`config.mk`:
```
export PLATFORM = sky130hd
export DESIGN_NAME = cahd_host_decode
export DESIGN_NICKNAME = d
export VERILOG_FILES = /design/src/design/cahd_fifo.v /design/src/design/cahd_host_decode.v
export VERILOG_INCLUDE_DIRS = /design/src /design/src/design
export SDC_FILE = /design/constraint.sdc
export NUM_CORES = 1
export LEC_CHECK = 0
export BUFFER_PORTS_ARGS = -buffer_cell sky130_fd_sc_hd__buf_2
export CORE_ASPECT_RATIO = 1.1
export CORE_MARGIN = 5
export CORE_UTILIZATION = 63
export CTS_CLUSTER_DIAMETER = 60
export DETAILED_ROUTE_END_ITERATION = 16
export GPL_ROUTABILITY_DRIVEN = 1
export PLACE_DENSITY = 0.82
export SYNTH_ARGS = -nofsm -noshare
export SYNTH_HDL_FRONTEND = slang
export SYNTH_HIERARCHICAL = 1
export SYNTH_SLANG_ARGS = --single-unit
export TNS_END_PERCENT = 100
```
`constraint.sdc`:
```
create_clock -name ref_clk -period 9 [get_ports ref_clk]
set_input_delay 0.45 -clock ref_clk [delete_from_list [all_inputs] [get_ports ref_clk]]
set_output_delay 0.45 -clock ref_clk [all_outputs]
set_load 0.02 [all_outputs]
```
`src/design/cahd_defs.vh`:
```
// Shared constants for the card host-signal decode block.
`ifndef CAHD_DEFS_VH
`define CAHD_DEFS_VH
// Interface modes.
`define CAHD_MODE_MEM   2'h0
`define CAHD_MODE_IO    2'h1
`define CAHD_MODE_IDE   2'h2
// Register target classes presented to the controller.
`define CAHD_TGT_NONE   2'h0
`define CAHD_TGT_TASK   2'h1
`define CAHD_TGT_CTRL   2'h2
`define CAHD_TGT_ATTR   2'h3
// Lane selection codes.
`define CAHD_LANE_NONE  2'h0
`define CAHD_LANE_LOW   2'h1
`define CAHD_LANE_HIGH  2'h2
`define CAHD_LANE_WORD  2'h3
// Burst state codes.
`define CAHD_ST_IDLE    2'h0
`define CAHD_ST_IN      2'h1
`define CAHD_ST_OUT     2'h2
// Cable-select strap: cycles to wait for the synchroniser, then the done code.
`define CAHD_STRAP_WAIT 2'h2
`define CAHD_STRAP_DONE 2'h3
// FIFO defaults.
`define CAHD_FIFO_WIDTH 16
`define CAHD_FIFO_DEPTH 16
`endif

```
`src/design/cahd_fifo.v`:
```
// Synchronous FIFO with valid and ready on both sides.
`timescale 1ns/1ps
module cahd_fifo #(
  parameter WIDTH = 16,
  parameter DEPTH = 16,
  parameter AW    = 4
) (
  input  wire             ref_clk,
  input  wire             resetn,
  input  wire [WIDTH-1:0] in_data,
  input  wire             in_valid,
  output wire             in_ready,
  output reg  [WIDTH-1:0] out_data,
  output wire             out_valid,
  input  wire             out_ready,
  input  wire             flush
);
  reg [WIDTH-1:0] mem [0:DEPTH-1];
  reg [AW-1:0]    wr_ptr;
  reg [AW-1:0]    rd_ptr;
  reg [AW:0]      count;
  wire            push;
  wire            pop;

  assign in_ready  = (count != DEPTH[AW:0]);
  assign out_valid = (count != {(AW+1){1'b0}});
  assign push      = in_valid & in_ready;
  assign pop       = out_valid & out_ready;

  // =========================================
  // Storage array and pointers.
  always @(posedge ref_clk) begin
    if (push) begin
      mem[wr_ptr] <= in_data;
    end
  end

  always @(posedge ref_clk or negedge resetn) begin
    if (!resetn) begin
      wr_ptr <= {AW{1'b0}};
      rd_ptr <= {AW{1'b0}};
      count  <= {(AW+1){1'b0}};
    end else if (flush) begin
      wr_ptr <= {AW{1'b0}};
      rd_ptr <= {AW{1'b0}};
      count  <= {(AW+1){1'b0}};
    end else begin
      if (push) begin
        wr_ptr <= (wr_ptr == DEPTH[AW-1:0] - 1'b1) ? {AW{1'b0}} : wr_ptr + 1'b1;
      end
      if (pop) begin
        rd_ptr <= (rd_ptr == DEPTH[AW-1:0] - 1'b1) ? {AW{1'b0}} : rd_ptr + 1'b1;
      end
      if (push && !pop) begin
        count <= count + 1'b1;
      end else if (pop && !push) begin
        count <= count - 1'b1;
      end
    end
  end

  // Output word is read from the array combinationally at the head pointer.
  always @* begin
    out_data = mem[rd_ptr];
  end
endmodule

```
`src/design/cahd_host_decode.v`:
```
// Host signal decode for a removable flash card: lanes, selects, strobes and Ultra DMA.
// Notes on behaviour
// - Host may drop ready to pause a read; device stops sending meanwhile.
// - During a write burst, capture a word on both strobe edges.
// - Strobe pauses are harmless; capture resumes when edges return.
// - Both card-detect outputs are tied to ground in every mode.
// - With the second card enable active, the odd byte rides the upper lane.
// - First card enable alone picks even or odd byte from address bit zero.
// - Byte steering lets an eight-bit host reach every byte on the low lane.
// - In IDE mode the first chip select picks the task file registers.
// - In IDE mode the second chip select picks alternate status and device control.
// - During DMA acknowledge both chip selects stay idle; transfers are sixteen bits.
// - In IDE mode grounded cable select gives master, open gives slave.
// - In I/O mode, write data is captured on the rising trailing edge.
// - In IDE mode without Ultra DMA, the write strobe acts as in I/O mode.
// - During Ultra DMA, stop from the host ends the current burst.
// - Memory mode reads common memory and attribute space under output enable.
// - I/O mode uses output enable only for attribute space reads.
// - In IDE mode without Ultra DMA, the read strobe acts as in I/O mode.
// - Without an active DMA operation, the acknowledge line is ignored.
`timescale 1ns/1ps
`include "cahd_defs.vh"
module cahd_host_decode #(
  parameter WIDTH = `CAHD_FIFO_WIDTH,
  parameter DEPTH = `CAHD_FIFO_DEPTH,
  parameter AW    = 4
) (
  input  wire             ref_clk,
  input  wire             resetn,
  input  wire [1:0]       mode,
  input  wire             dma_active,
  input  wire             udma_active,
  input  wire             udma_dir_in,
  input  wire             card_en1_n,
  input  wire             card_en2_n,
  input  wire             chip_sel0_n,
  input  wire             chip_sel1_n,
  input  wire             reg_sel_n,
  input  wire             addr0,
  input  wire             out_en_n,
  input  wire             io_rd_n,
  input  wire             io_wr_n,
  input  wire             dma_ack_n,
  input  wire             cable_sel_n,
  input  wire             host_ready_n,
  input  wire [15:0]      data_in,
  output reg  [15:0]      data_out,
  output reg  [1:0]       data_oe,
  output wire             card_det1_n,
  output wire             card_det2_n,
  output reg              is_master,
  output reg              wr_pulse,
  output reg  [1:0]       wr_target,
  output reg  [1:0]       wr_lane,
  output reg  [15:0]      wr_data,
  output reg              rd_pulse,
  output reg  [1:0]       rd_target,
  output reg  [1:0]       rd_lane,
  input  wire [15:0]      rd_data,
  input  wire [15:0]      in_burst_data,
  input  wire             in_burst_valid,
  output wire             in_burst_ready,
  output reg              burst_done,
  output wire [WIDTH-1:0] core_data,
  output wire             core_valid,
  input  wire             core_ready,
  output wire             udma_overrun
);
  // =========================================
  // Pin synchronisers: two flops before any logic.
  localparam NS = 27;
  wire [NS-1:0] pin_raw = {card_en1_n, card_en2_n, chip_sel0_n, chip_sel1_n, reg_sel_n, addr0,
                           out_en_n, io_rd_n, io_wr_n, dma_ack_n, cable_sel_n, data_in};
  reg  [NS-1:0] sync1;
  reg  [NS-1:0] sync2;
  reg  [NS-1:0] prev;
  always @(posedge ref_clk or negedge resetn) begin
    if (!resetn) begin
      sync1 <= {NS{1'b1}};
      sync2 <= {NS{1'b1}};
      prev  <= {NS{1'b1}};
    end else begin
      sync1 <= pin_raw;
      sync2 <= sync1;
      prev  <= sync2;
    end
  end
  // Host ready is a separate pin and is synchronised the same way.
  reg rdy_s1;
  reg rdy_s2;
  always @(posedge ref_clk or negedge resetn) begin
    if (!resetn) begin
      rdy_s1 <= 1'b1;
      rdy_s2 <= 1'b1;
    end else begin
      rdy_s1 <= host_ready_n;
      rdy_s2 <= rdy_s1;
    end
  end

  wire        ce1    = ~sync2[26];
  wire        ce2    = ~sync2[25];
  wire        cs0    = ~sync2[24];
  wire        cs1    = ~sync2[23];
  wire        attr   = ~sync2[22];
  wire        a0     = sync2[21];
  wire        oe     = ~sync2[20];
  wire        iord   = ~sync2[19];
  wire        iowr   = ~sync2[18];
  wire        dmack  = ~sync2[17] & dma_active;
  wire        csel   = sync2[16];
  wire [15:0] dbus   = sync2[15:0];
  wire        iowr_rise = sync2[18] & ~prev[18];
  wire        ide    = (mode == `CAHD_MODE_IDE);
  wire        io     = (mode == `CAHD_MODE_IO);
  wire        mem    = (mode == `CAHD_MODE_MEM);

  // Card detect is grounded in every mode.
  assign card_det1_n = 1'b0;
  assign card_det2_n = 1'b0;

  // =========================================
  // Master or slave from cable select, caught once the synchroniser holds the real pin level.
  // Sampling at the first edge would read the reset value of the flops and always give slave.
  reg [1:0] strap_cnt;
  always @(posedge ref_clk or negedge resetn) begin
    if (!resetn) begin
      strap_cnt <= 2'h0;
      is_master <= 1'b0;
    end else if (strap_cnt == `CAHD_STRAP_WAIT) begin
      strap_cnt <= `CAHD_STRAP_DONE;
      is_master <= ide & ~csel;
    end else if (strap_cnt != `CAHD_STRAP_DONE) begin
      strap_cnt <= strap_cnt + 2'h1;
    end
  end

  // =========================================
  // Lane and target decode for the current cycle.
  reg [1:0] lane;
  reg [1:0] tgt;
  reg       sel;
  always @* begin
    lane = `CAHD_LANE_NONE;
    tgt  = `CAHD_TGT_NONE;
    sel  = 1'b0;
    if (ide) begin
      if (dmack) begin
        lane = `CAHD_LANE_WORD;
        sel  = 1'b1;
      end else if (cs0) begin
        tgt  = `CAHD_TGT_TASK;
        lane = `CAHD_LANE_WORD;
        sel  = 1'b1;
      end else if (cs1) begin
        tgt  = `CAHD_TGT_CTRL;
        lane = `CAHD_LANE_WORD;
        sel  = 1'b1;
      end
    end else if (ce1 || ce2) begin
      sel = 1'b1;
      // In I/O mode the register select is also low on plain I/O cycles, so only output enable means attribute space.
      tgt = (attr && (mem || oe)) ? `CAHD_TGT_ATTR : `CAHD_TGT_TASK;
      if (ce1 && ce2) begin
        lane = `CAHD_LANE_WORD;
      end else if (ce2) begin
        lane = `CAHD_LANE_HIGH;
      end else if (a0) begin
        lane = `CAHD_LANE_HIGH;
      end else begin
        lane = `CAHD_LANE_LOW;
      end
    end
  end

  // Read permission per mode.
  wire rd_ok = sel & ~udma_active &
               ((mem & oe) |
                (io & ((oe & attr) | iord)) |
                (ide & iord));
  wire wr_ok = sel & ~udma_active & (io | ide) & iowr_rise;

  // =========================================
  // Register write capture on the trailing edge and read requests.
  reg rd_prev;
  always @(posedge ref_clk or negedge resetn) begin
    if (!resetn) begin
      wr_pulse  <= 1'b0;
      wr_target <= `CAHD_TGT_NONE;
      wr_lane   <= `CAHD_LANE_NONE;
      wr_data   <= 16'h0000;
      rd_pulse  <= 1'b0;
      rd_target <= `CAHD_TGT_NONE;
      rd_lane   <= `CAHD_LANE_NONE;
      rd_prev   <= 1'b0;
    end else begin
      // Selects are taken from the same synchronised sample in which the strobe rose.
      wr_pulse <= 1'b0;
      if (wr_ok) begin
        wr_pulse  <= 1'b1;
        wr_target <= tgt;
        wr_lane   <= lane;
        // Odd byte on the low lane is moved up for an 8-bit host.
        wr_data   <= (lane == `CAHD_LANE_HIGH && !ce2) ? {dbus[7:0], dbus[7:0]} : dbus;
      end
      rd_prev  <= rd_ok;
      rd_pulse <= rd_ok & ~rd_prev;
      if (rd_ok && !rd_prev) begin
        rd_target <= tgt;
        rd_lane   <= lane;
      end
    end
  end

  // =========================================
  // Read data drive and burst data-in output.
  reg        burst_prev_send;
  wire       burst_send = udma_active & udma_dir_in & ~rdy_s2 & in_burst_valid;
  assign in_burst_ready = udma_active & udma_dir_in & ~rdy_s2;
  always @(posedge ref_clk or negedge resetn) begin
    if (!resetn) begin
      data_out        <= 16'h0000;
      data_oe         <= 2'h0;
      burst_prev_send <= 1'b0;
    end else begin
      burst_prev_send <= burst_send;
      if (burst_send) begin
        data_out <= in_burst_data;
        data_oe  <= 2'h3;
      end else if (rd_ok) begin
        if (lane == `CAHD_LANE_HIGH && !ce2) begin
          data_out <= {rd_data[15:8], rd_data[15:8]};
          data_oe  <= 2'h1;
        end else begin
          data_out <= rd_data;
          data_oe  <= lane;
        end
      end else if (!(udma_active && udma_dir_in)) begin
        data_oe  <= 2'h0;
      end
    end
  end

  // =========================================
  // Write burst: both edges of the host strobe latch a word.
  wire hstrobe_edge = udma_active & ~udma_dir_in & (sync2[19] ^ prev[19]);
  wire stop_req     = udma_active & ~sync2[18] & prev[18];
  wire fifo_in_ready;
  reg  overrun;
  assign udma_overrun = overrun;
  always @(posedge ref_clk or negedge resetn) begin
    if (!resetn) begin
      burst_done <= 1'b0;
      overrun    <= 1'b0;
    end else begin
      burst_done <= stop_req;
      if (!udma_active) begin
        overrun <= 1'b0;
      end else if (hstrobe_edge && !fifo_in_ready) begin
        overrun <= 1'b1;
      end
    end
  end

  cahd_fifo #(
    .WIDTH (WIDTH),
    .DEPTH (DEPTH),
    .AW    (AW)
  ) u_fifo (
    .ref_clk   (ref_clk),
    .resetn    (resetn),
    .in_data   (dbus[WIDTH-1:0]),
    .in_valid  (hstrobe_edge),
    .in_ready  (fifo_in_ready),
    .out_data  (core_data),
    .out_valid (core_valid),
    .out_ready (core_ready),
    .flush     (1'b0)
  );
endmodule

```
## Word-level counts from Yosys, hierarchy flattened

Memory sizes are Yosys's and may differ from the RTL's.
Cells that the tools add are included.

| word-level totals | value |
|---|---|
| bits in writable memories | 256 |
| ROM bits | 0 |
| memories kept | 1 |
| output and inout port bits | 67 |
| bits in registers | 139 |
| logic and storage cells | 134 |
| latch bits | 0 |

| cells by class | value |
|---|---|
| div/mod/pow operators | 0 |
| shift operators | 0 |
| add/subtract/negate cells | 5 |
| bitwise operators | 39 |
| multipliers | 0 |
| magnitude comparators | 0 |
| mux-type cells | 38 |
| equal/unequal tests | 10 |
| reduce and logical (&&, ||, !) cells | 19 |

Memories:

| memory | words | bits a word | rd ports | clocked after Yosys merged registers in | write ports | RTL line | source |
|---|---|---|---|---|---|---|---|
| u_fifo.mem | 16 | 16 | 1 | 0 | 1 | cahd_fifo.v:18 | `reg [WIDTH-1:0] mem [0:DEPTH-1];` |

Operators by type and width:

| cell | number |
|---|---|
| two-way mux 16 bit | 3 |
| two-way mux 2 bit | 20 |
| bitwise AND 1 bit | 21 |
| inverter 1 bit | 13 |
| two-way mux 1 bit | 10 |
| two-way mux 5 bit | 2 |
| adder 4 x 1 -> 4 bit, second input constant | 2 |
| equality test 4 bit, second input constant | 2 |
| logical AND 1 bit | 8 |
| two-way mux 4 bit | 2 |
| two-way mux 8 bit | 1 |
| equality test 2 bit, second input constant | 3 |
| nonzero test 2 bit | 3 |
| adder 5 x 1 -> 5 bit, second input constant | 1 |
| != test 5 bit, second input constant | 1 |
| nonzero test 5 bit | 1 |
| subtractor 5 x 1 -> 5 bit, second input constant | 1 |
| zero test 1 bit | 4 |
| OR 1 bit | 4 |
| != test 3 bit, second input constant | 1 |
| adder 2 x 1 -> 2 bit, second input constant | 1 |
| equality test 2 x 1 -> 1 bit, second input constant | 1 |
| zero test 2 bit | 1 |
| logical OR 1 bit | 2 |
| 3 further kinds | 3 |

## Longest topological paths before layout

| logic depth | value |
|---|---|
| word-level depth | 10 |
| gate-level depth with buffers | 10 |

## By module

The synthesis kept the hierarchy.

By module, submodules not included:

| module | area an instance (µm²) | instances | seq. area each (µm²) | cells an instance |
|---|---|---|---|---|
| cahd_fifo | 10,774.1 | 1 | 8,012.7 | 584 |
| cahd_host_decode | 3,952.5 | 1 | 2,775.2 | 301 |

## Worst setup path before layout

Ideal clock, no wire load.

| timing | value |
|---|---|
| kind | register to register |
| start | register sync2[19] |
| end | memory u_fifo.mem[0][0], enable pin |
| setup slack | 5.875 ns |
| data required time | 8.591 ns |
| period minus slack after synthesis | 3.125 ns |
| path buffers | 1 |
| data arrival time | 2.716 ns |
| cell stages (with the launch flop) | 7 |
| path through | dfstp_2 > xnor2_1 > nor3_1 > clkbuf_1 > a21boi_2 > nand2_1 > nor3_1 |

| on the way | value |
|---|---|
| longest elaborated chain between the ends | 5 |

Ends and longest elaborated chain:

| what | RTL line | source |
|---|---|---|
| start, declared | cahd_host_decode.v:75 | `reg [NS-1:0] sync2;` |
| start signal, assigned | cahd_host_decode.v:80 | `sync2 <= {NS{1'b1}};` |
| start signal, assigned | cahd_host_decode.v:84 | `sync2 <= sync1;` |
| bitwise XOR 1 bit | cahd_host_decode.v:246 | `wire hstrobe_edge = udma_active & ~udma_dir_in & (sync2[19] ^ prev[19]);` |
| bitwise AND 1 bit | cahd_host_decode.v:246 |  |
| net hstrobe_edge | cahd_host_decode.v:246 |  |
| bitwise AND 1 bit | cahd_fifo.v:27 | `assign push = in_valid & in_ready;` |
| two-way mux 1 bit | cahd_fifo.v:33 | `if (push) begin` |
| two-way mux 1 bit (implied by the code) | cahd_fifo.v:34 | `mem[wr_ptr] <= in_data;` |
| end, declared | cahd_fifo.v:18 |  |

The timed path passes the listed nets, and every way through them passes these cells.

## Final worst setup path

| timing | value |
|---|---|
| start | register u_fifo.rd_ptr[0] |
| end | output core_data[8] |

| on the way | value |
|---|---|
| longest elaborated chain between the ends | 1 |

Ends and longest elaborated chain:

| what | RTL line | source |
|---|---|---|
| start, declared | cahd_fifo.v:20 | `reg [AW-1:0] rd_ptr;` |
| start signal, assigned | cahd_fifo.v:41 | `rd_ptr <= {AW{1'b0}};` |
| start signal, assigned | cahd_fifo.v:45 | `rd_ptr <= {AW{1'b0}};` |
| start signal, assigned | cahd_fifo.v:52 | `rd_ptr <= (rd_ptr == DEPTH[AW-1:0] - 1'b1) ? {AW{1'b0}} : rd_ptr + 1'b1;` |
| memory (16 x 16 bit) | -- |  |
| end, declared | cahd_host_decode.v:64 | `output wire [WIDTH-1:0] core_data,` |

No other way between the ends.

==> impl_metrics.json <==
{
  "worst-path-buf-inv": 2,
  "cts_buffer_depth": 3,
  "vdd_ir_drop_max_mv": 0.190,
  "antenna_found_initial": 0,
  "clock_power_share": 0.343,
  "setup_viol": 0,
  "io_buffers": 133,
  "placedCellCount": 1305,
  "internal-power_w": 0.00315,
  "clkLatencyLatePin_ns": 0.52,
  "hold_class": "primary input to flop",
  "dpl.hpwl_mm": 19.8,
  "maxCapViolations": 0,
  "place.gp.congestion": 0.826,
  "finalNetCount": 1128,
  "tns_ns": 0,
  "p_sw_frac": 0.268,
  "syn_area_per_cell_um2": 16.6,
  "wl_mm": 32.6,
  "drtIter0Drc": 633,
  "htreeDepth": 2,
  "numClockSinks": 377,
  "drt_drc_violations_left": 0,
  "slew-limit-headroom": 0.326,
  "grt_pass1_wl_mm": 50.5,
  "final_max_slew_viol_count": 0,
  "die_height_um": 170,
  "wire_per_inst_um": 23.8,
  "power_density_nw_per_um2": 253,
  "ys.flop_type": "edfxtp_1",
  "rsz0062_at_grt": "no",
  "finalHoldViolations": 0,
  "grt_max_degree": 86,
  "end_kind": "primary output",
  "switchingPower_w": 0.00115,
  "cp_slowest_cell": "dfrtp_4",
  "critical_path_depth": 6,
  "hold_depth": 1,
  "n_antenna_cell": 0,
  "p_seq_frac": 0.484,
  "tightest_slew_ns": 1.01,
  "required_ns": 8.55,
  "clock.fmax_mhz": 251,
  "drt_pass1_iterations": 5,
  "outcome": "completed",
  "finClkSkew_ns": 0.0207,
  "start_kind": "flop",
  "die_w_um": 156,
  "cts_buffers": 36,
  "setup_ws_ns": 5.01,
  "layout-drive-gt1-share": 0.312,
  "worstPathMaxFanout": 55,
  "num_rows": 58,
  "grt.overflow.total": 0,
  "netlist_instances": 885,
  "slowest_delay_ns": 0.97,
  "path_class": "flop to primary output",
  "min_period_ns": 3.99,
  "worst_r2r_path_depth": 10,
  "cp_cell_sequence": "buf_4 -> mux2i_1 -> a221oi_1 -> o21ai_0 -> nand2_1 -> buf_2",
  "layout.core_utilization": 0.740,
  "critPathTopFamily": "buffers and inverters",
  "cp.arrival_ns": 3.54,
  "yosysSeqAreaShare": 0.733,
  "syn2layout_area_growth_pct": 15.2,
  "antenna_left": 0,
  "yosysWarnings": 6,
  "start_util": 0.642,
  "power_leakage_nw": 6.20,
  "post_cts_buffers": 0,
  "clkSlewWorstSetupHoldPaths_ns": 0.06,
  "async_flop_share": 0.321,
  "via_per_inst": 6.14,
  "via_count": 8409,
  "die-area_um2": 26500,
  "share_comb_of_total_power": 0.172,
  "synth-edff-count": 256,
  "dpl_worst_slack_ns": 5.53,
  "core_area_um2": 22900,
  "tritoncts": "yes",
  "ys_types": 59,
  "first_global_vias": 8838,
  "ys_ff_latch": 377,
  "finalNonFillerCells": 1369,
  "cts_root_buffer": "clkbuf_16",
  "grt_usage": 0.252,
  "netlist_area_um2": 14700,
  "n_fill_cell": 1356,
  "period_share": 0.443,
  "ios": 136
}
-- state kept, by name, summed over array words and instances, names as in the netlist, 2 cells and up --
name,flops
data_oe,2
data_out,16
prev,2
rd_lane,2
rd_target,2
strap_cnt,2
sync1,27
sync2,27
u_fifo/count,5
u_fifo/mem,256
u_fifo/rd_ptr,4
u_fifo/wr_ptr,4
wr_data,16
wr_lane,2
wr_target,2
-- cells in the final DEF (no fill, tap or decap), drive strengths merged, types with 4 or more instances in the layout --
cell type,instances
nand2,63
o21ai,39
a21oi,41
a22oi,17
a221oi,32
edfxtp,256
dfrtp,63
nor3,11
conb,8
inv,19
clkbuf,47
nand2b,5
dfstp,58
ha,14
mux4,32
a31oi,4
buf,157
nor2,50
mux2,20
clkinv,8
nand3,4
mux2i,78
-- path summary, 6_finish.rpt --
kind | to | startpoint | slack [ns]
worst max-delay path | core_data[8] | u_fifo/rd_ptr[0]$_DFFE_PN0P_ | 5.01
worst min-delay path | sync1[6]$_DFF_PN1_ | data_in[6] | 0.03
worst max register to register | u_fifo/count[4]$_DFFE_PN0P_ | sync2[19]$_DFF_PN1_ | 6.09
worst min register to register | sync2[23]$_DFF_PN1_ | sync1[23]$_DFF_PN1_ | 0.35
max in group asynchronous | data_out[3]$_DFFE_PN0P_ | resetn | 7.20
min in group asynchronous | u_fifo/count[1]$_DFFE_PN0P_ | resetn | 0.45
-- routing by layer --
metal  wire [µm]  vias up  track usage
met4         959        0       0.0799
li1            -     3701            -
met3        3150       72       0.0738
met1       12400     4255        0.332
met2       16000      381        0.413
met5           0        -            0
-- synthesized netlist by cell type (3+ instances only) --
| master | n | area (µm²) |
|---|---|---|
| edfxtp_1 | 256 | 7690 |
| mux2i_1 | 78 | 781 |
| dfrtp_1 | 63 | 1580 |
| nand2_1 | 62 | 233 |
| dfstp_2 | 58 | 1520 |
| nor2_1 | 49 | 184 |
| a21oi_1 | 41 | 205 |
| o21ai_0 | 38 | 190 |
| a221oi_1 | 32 | 280 |
| mux4_2 | 32 | 721 |
| clkbuf_1 | 18 | 67.6 |
| a22oi_1 | 17 | 128 |
| buf_2 | 17 | 85.1 |
| inv_1 | 15 | 56.3 |
| ha_1 | 14 | 175 |
| mux2_2 | 13 | 146 |
| nor3_1 | 10 | 50.1 |
| mux2_1 | 6 | 67.6 |
| buf_4 | 5 | 37.5 |
| a31oi_1 | 4 | 25.0 |
| nand2b_1 | 4 | 25.0 |
| nand3_1 | 4 | 20.0 |
| a21o_1 | 3 | 22.5 |
| and2_1 | 3 | 18.8 |
| nor2b_1 | 3 | 18.8 |
-- cell families after synthesis --
family,after synthesis,synth area share
adder cells (fa/ha/maj),15,0.0133
XOR/XNOR,4,0.00238
AND/OR/NAND/NOR,149,0.0458
multiplexers,130,0.118
AO/OA/AOI/OAI,149,0.0692
flip-flops,377,0.733
buffers and inverters,60,0.0191
other,1,0.000255
-- what timing repair did --
item / 4_1_cts / 5_1_grt
hold endpoints to repair: 18 / 0
gates resized for setup: 0 / 0
hold buffers: 1 / 0
-- power by group through the flow --
stage          Sequential, W  Combinational, W  Clock (W)
5_1_grt              0.00210          0.000799    0.00157
3_5_place_dp         0.00211          0.000741          0
3_3_place_gp         0.00211          0.000717          0
6_report             0.00208          0.000740    0.00148
4_1_cts              0.00208          0.000746    0.00150
2_1_floorplan        0.00211          0.000511          0
-- layout make-up --
type	count	area, µm²	area share
Clock buffer	47	982	0.0579
Clock inverter	16	181	0.0107
Inverter	16	60.1	0.00354
Multi-Input combinational cell	455	3710	0.219
Sequential cell	377	10800	0.636
Tap cell	300	375	0.0221
Timing Repair Buffer	158	858	0.0506
-- through the flow --
step	power (W)	cell area (µm²)	hold WS [ns]
2_1_floorplan	0.00262	14800	0.154
3_3_place_gp	0.00283	15800	0.345
6_report	0.00430	17000	0.0319
3_5_place_dp	0.00285	15800	0.347
5_1_grt	0.00447	17000	0.00961
4_1_cts	0.00433	17000	0.0115
Note: power is estimated with default switching activity, not from simulation.
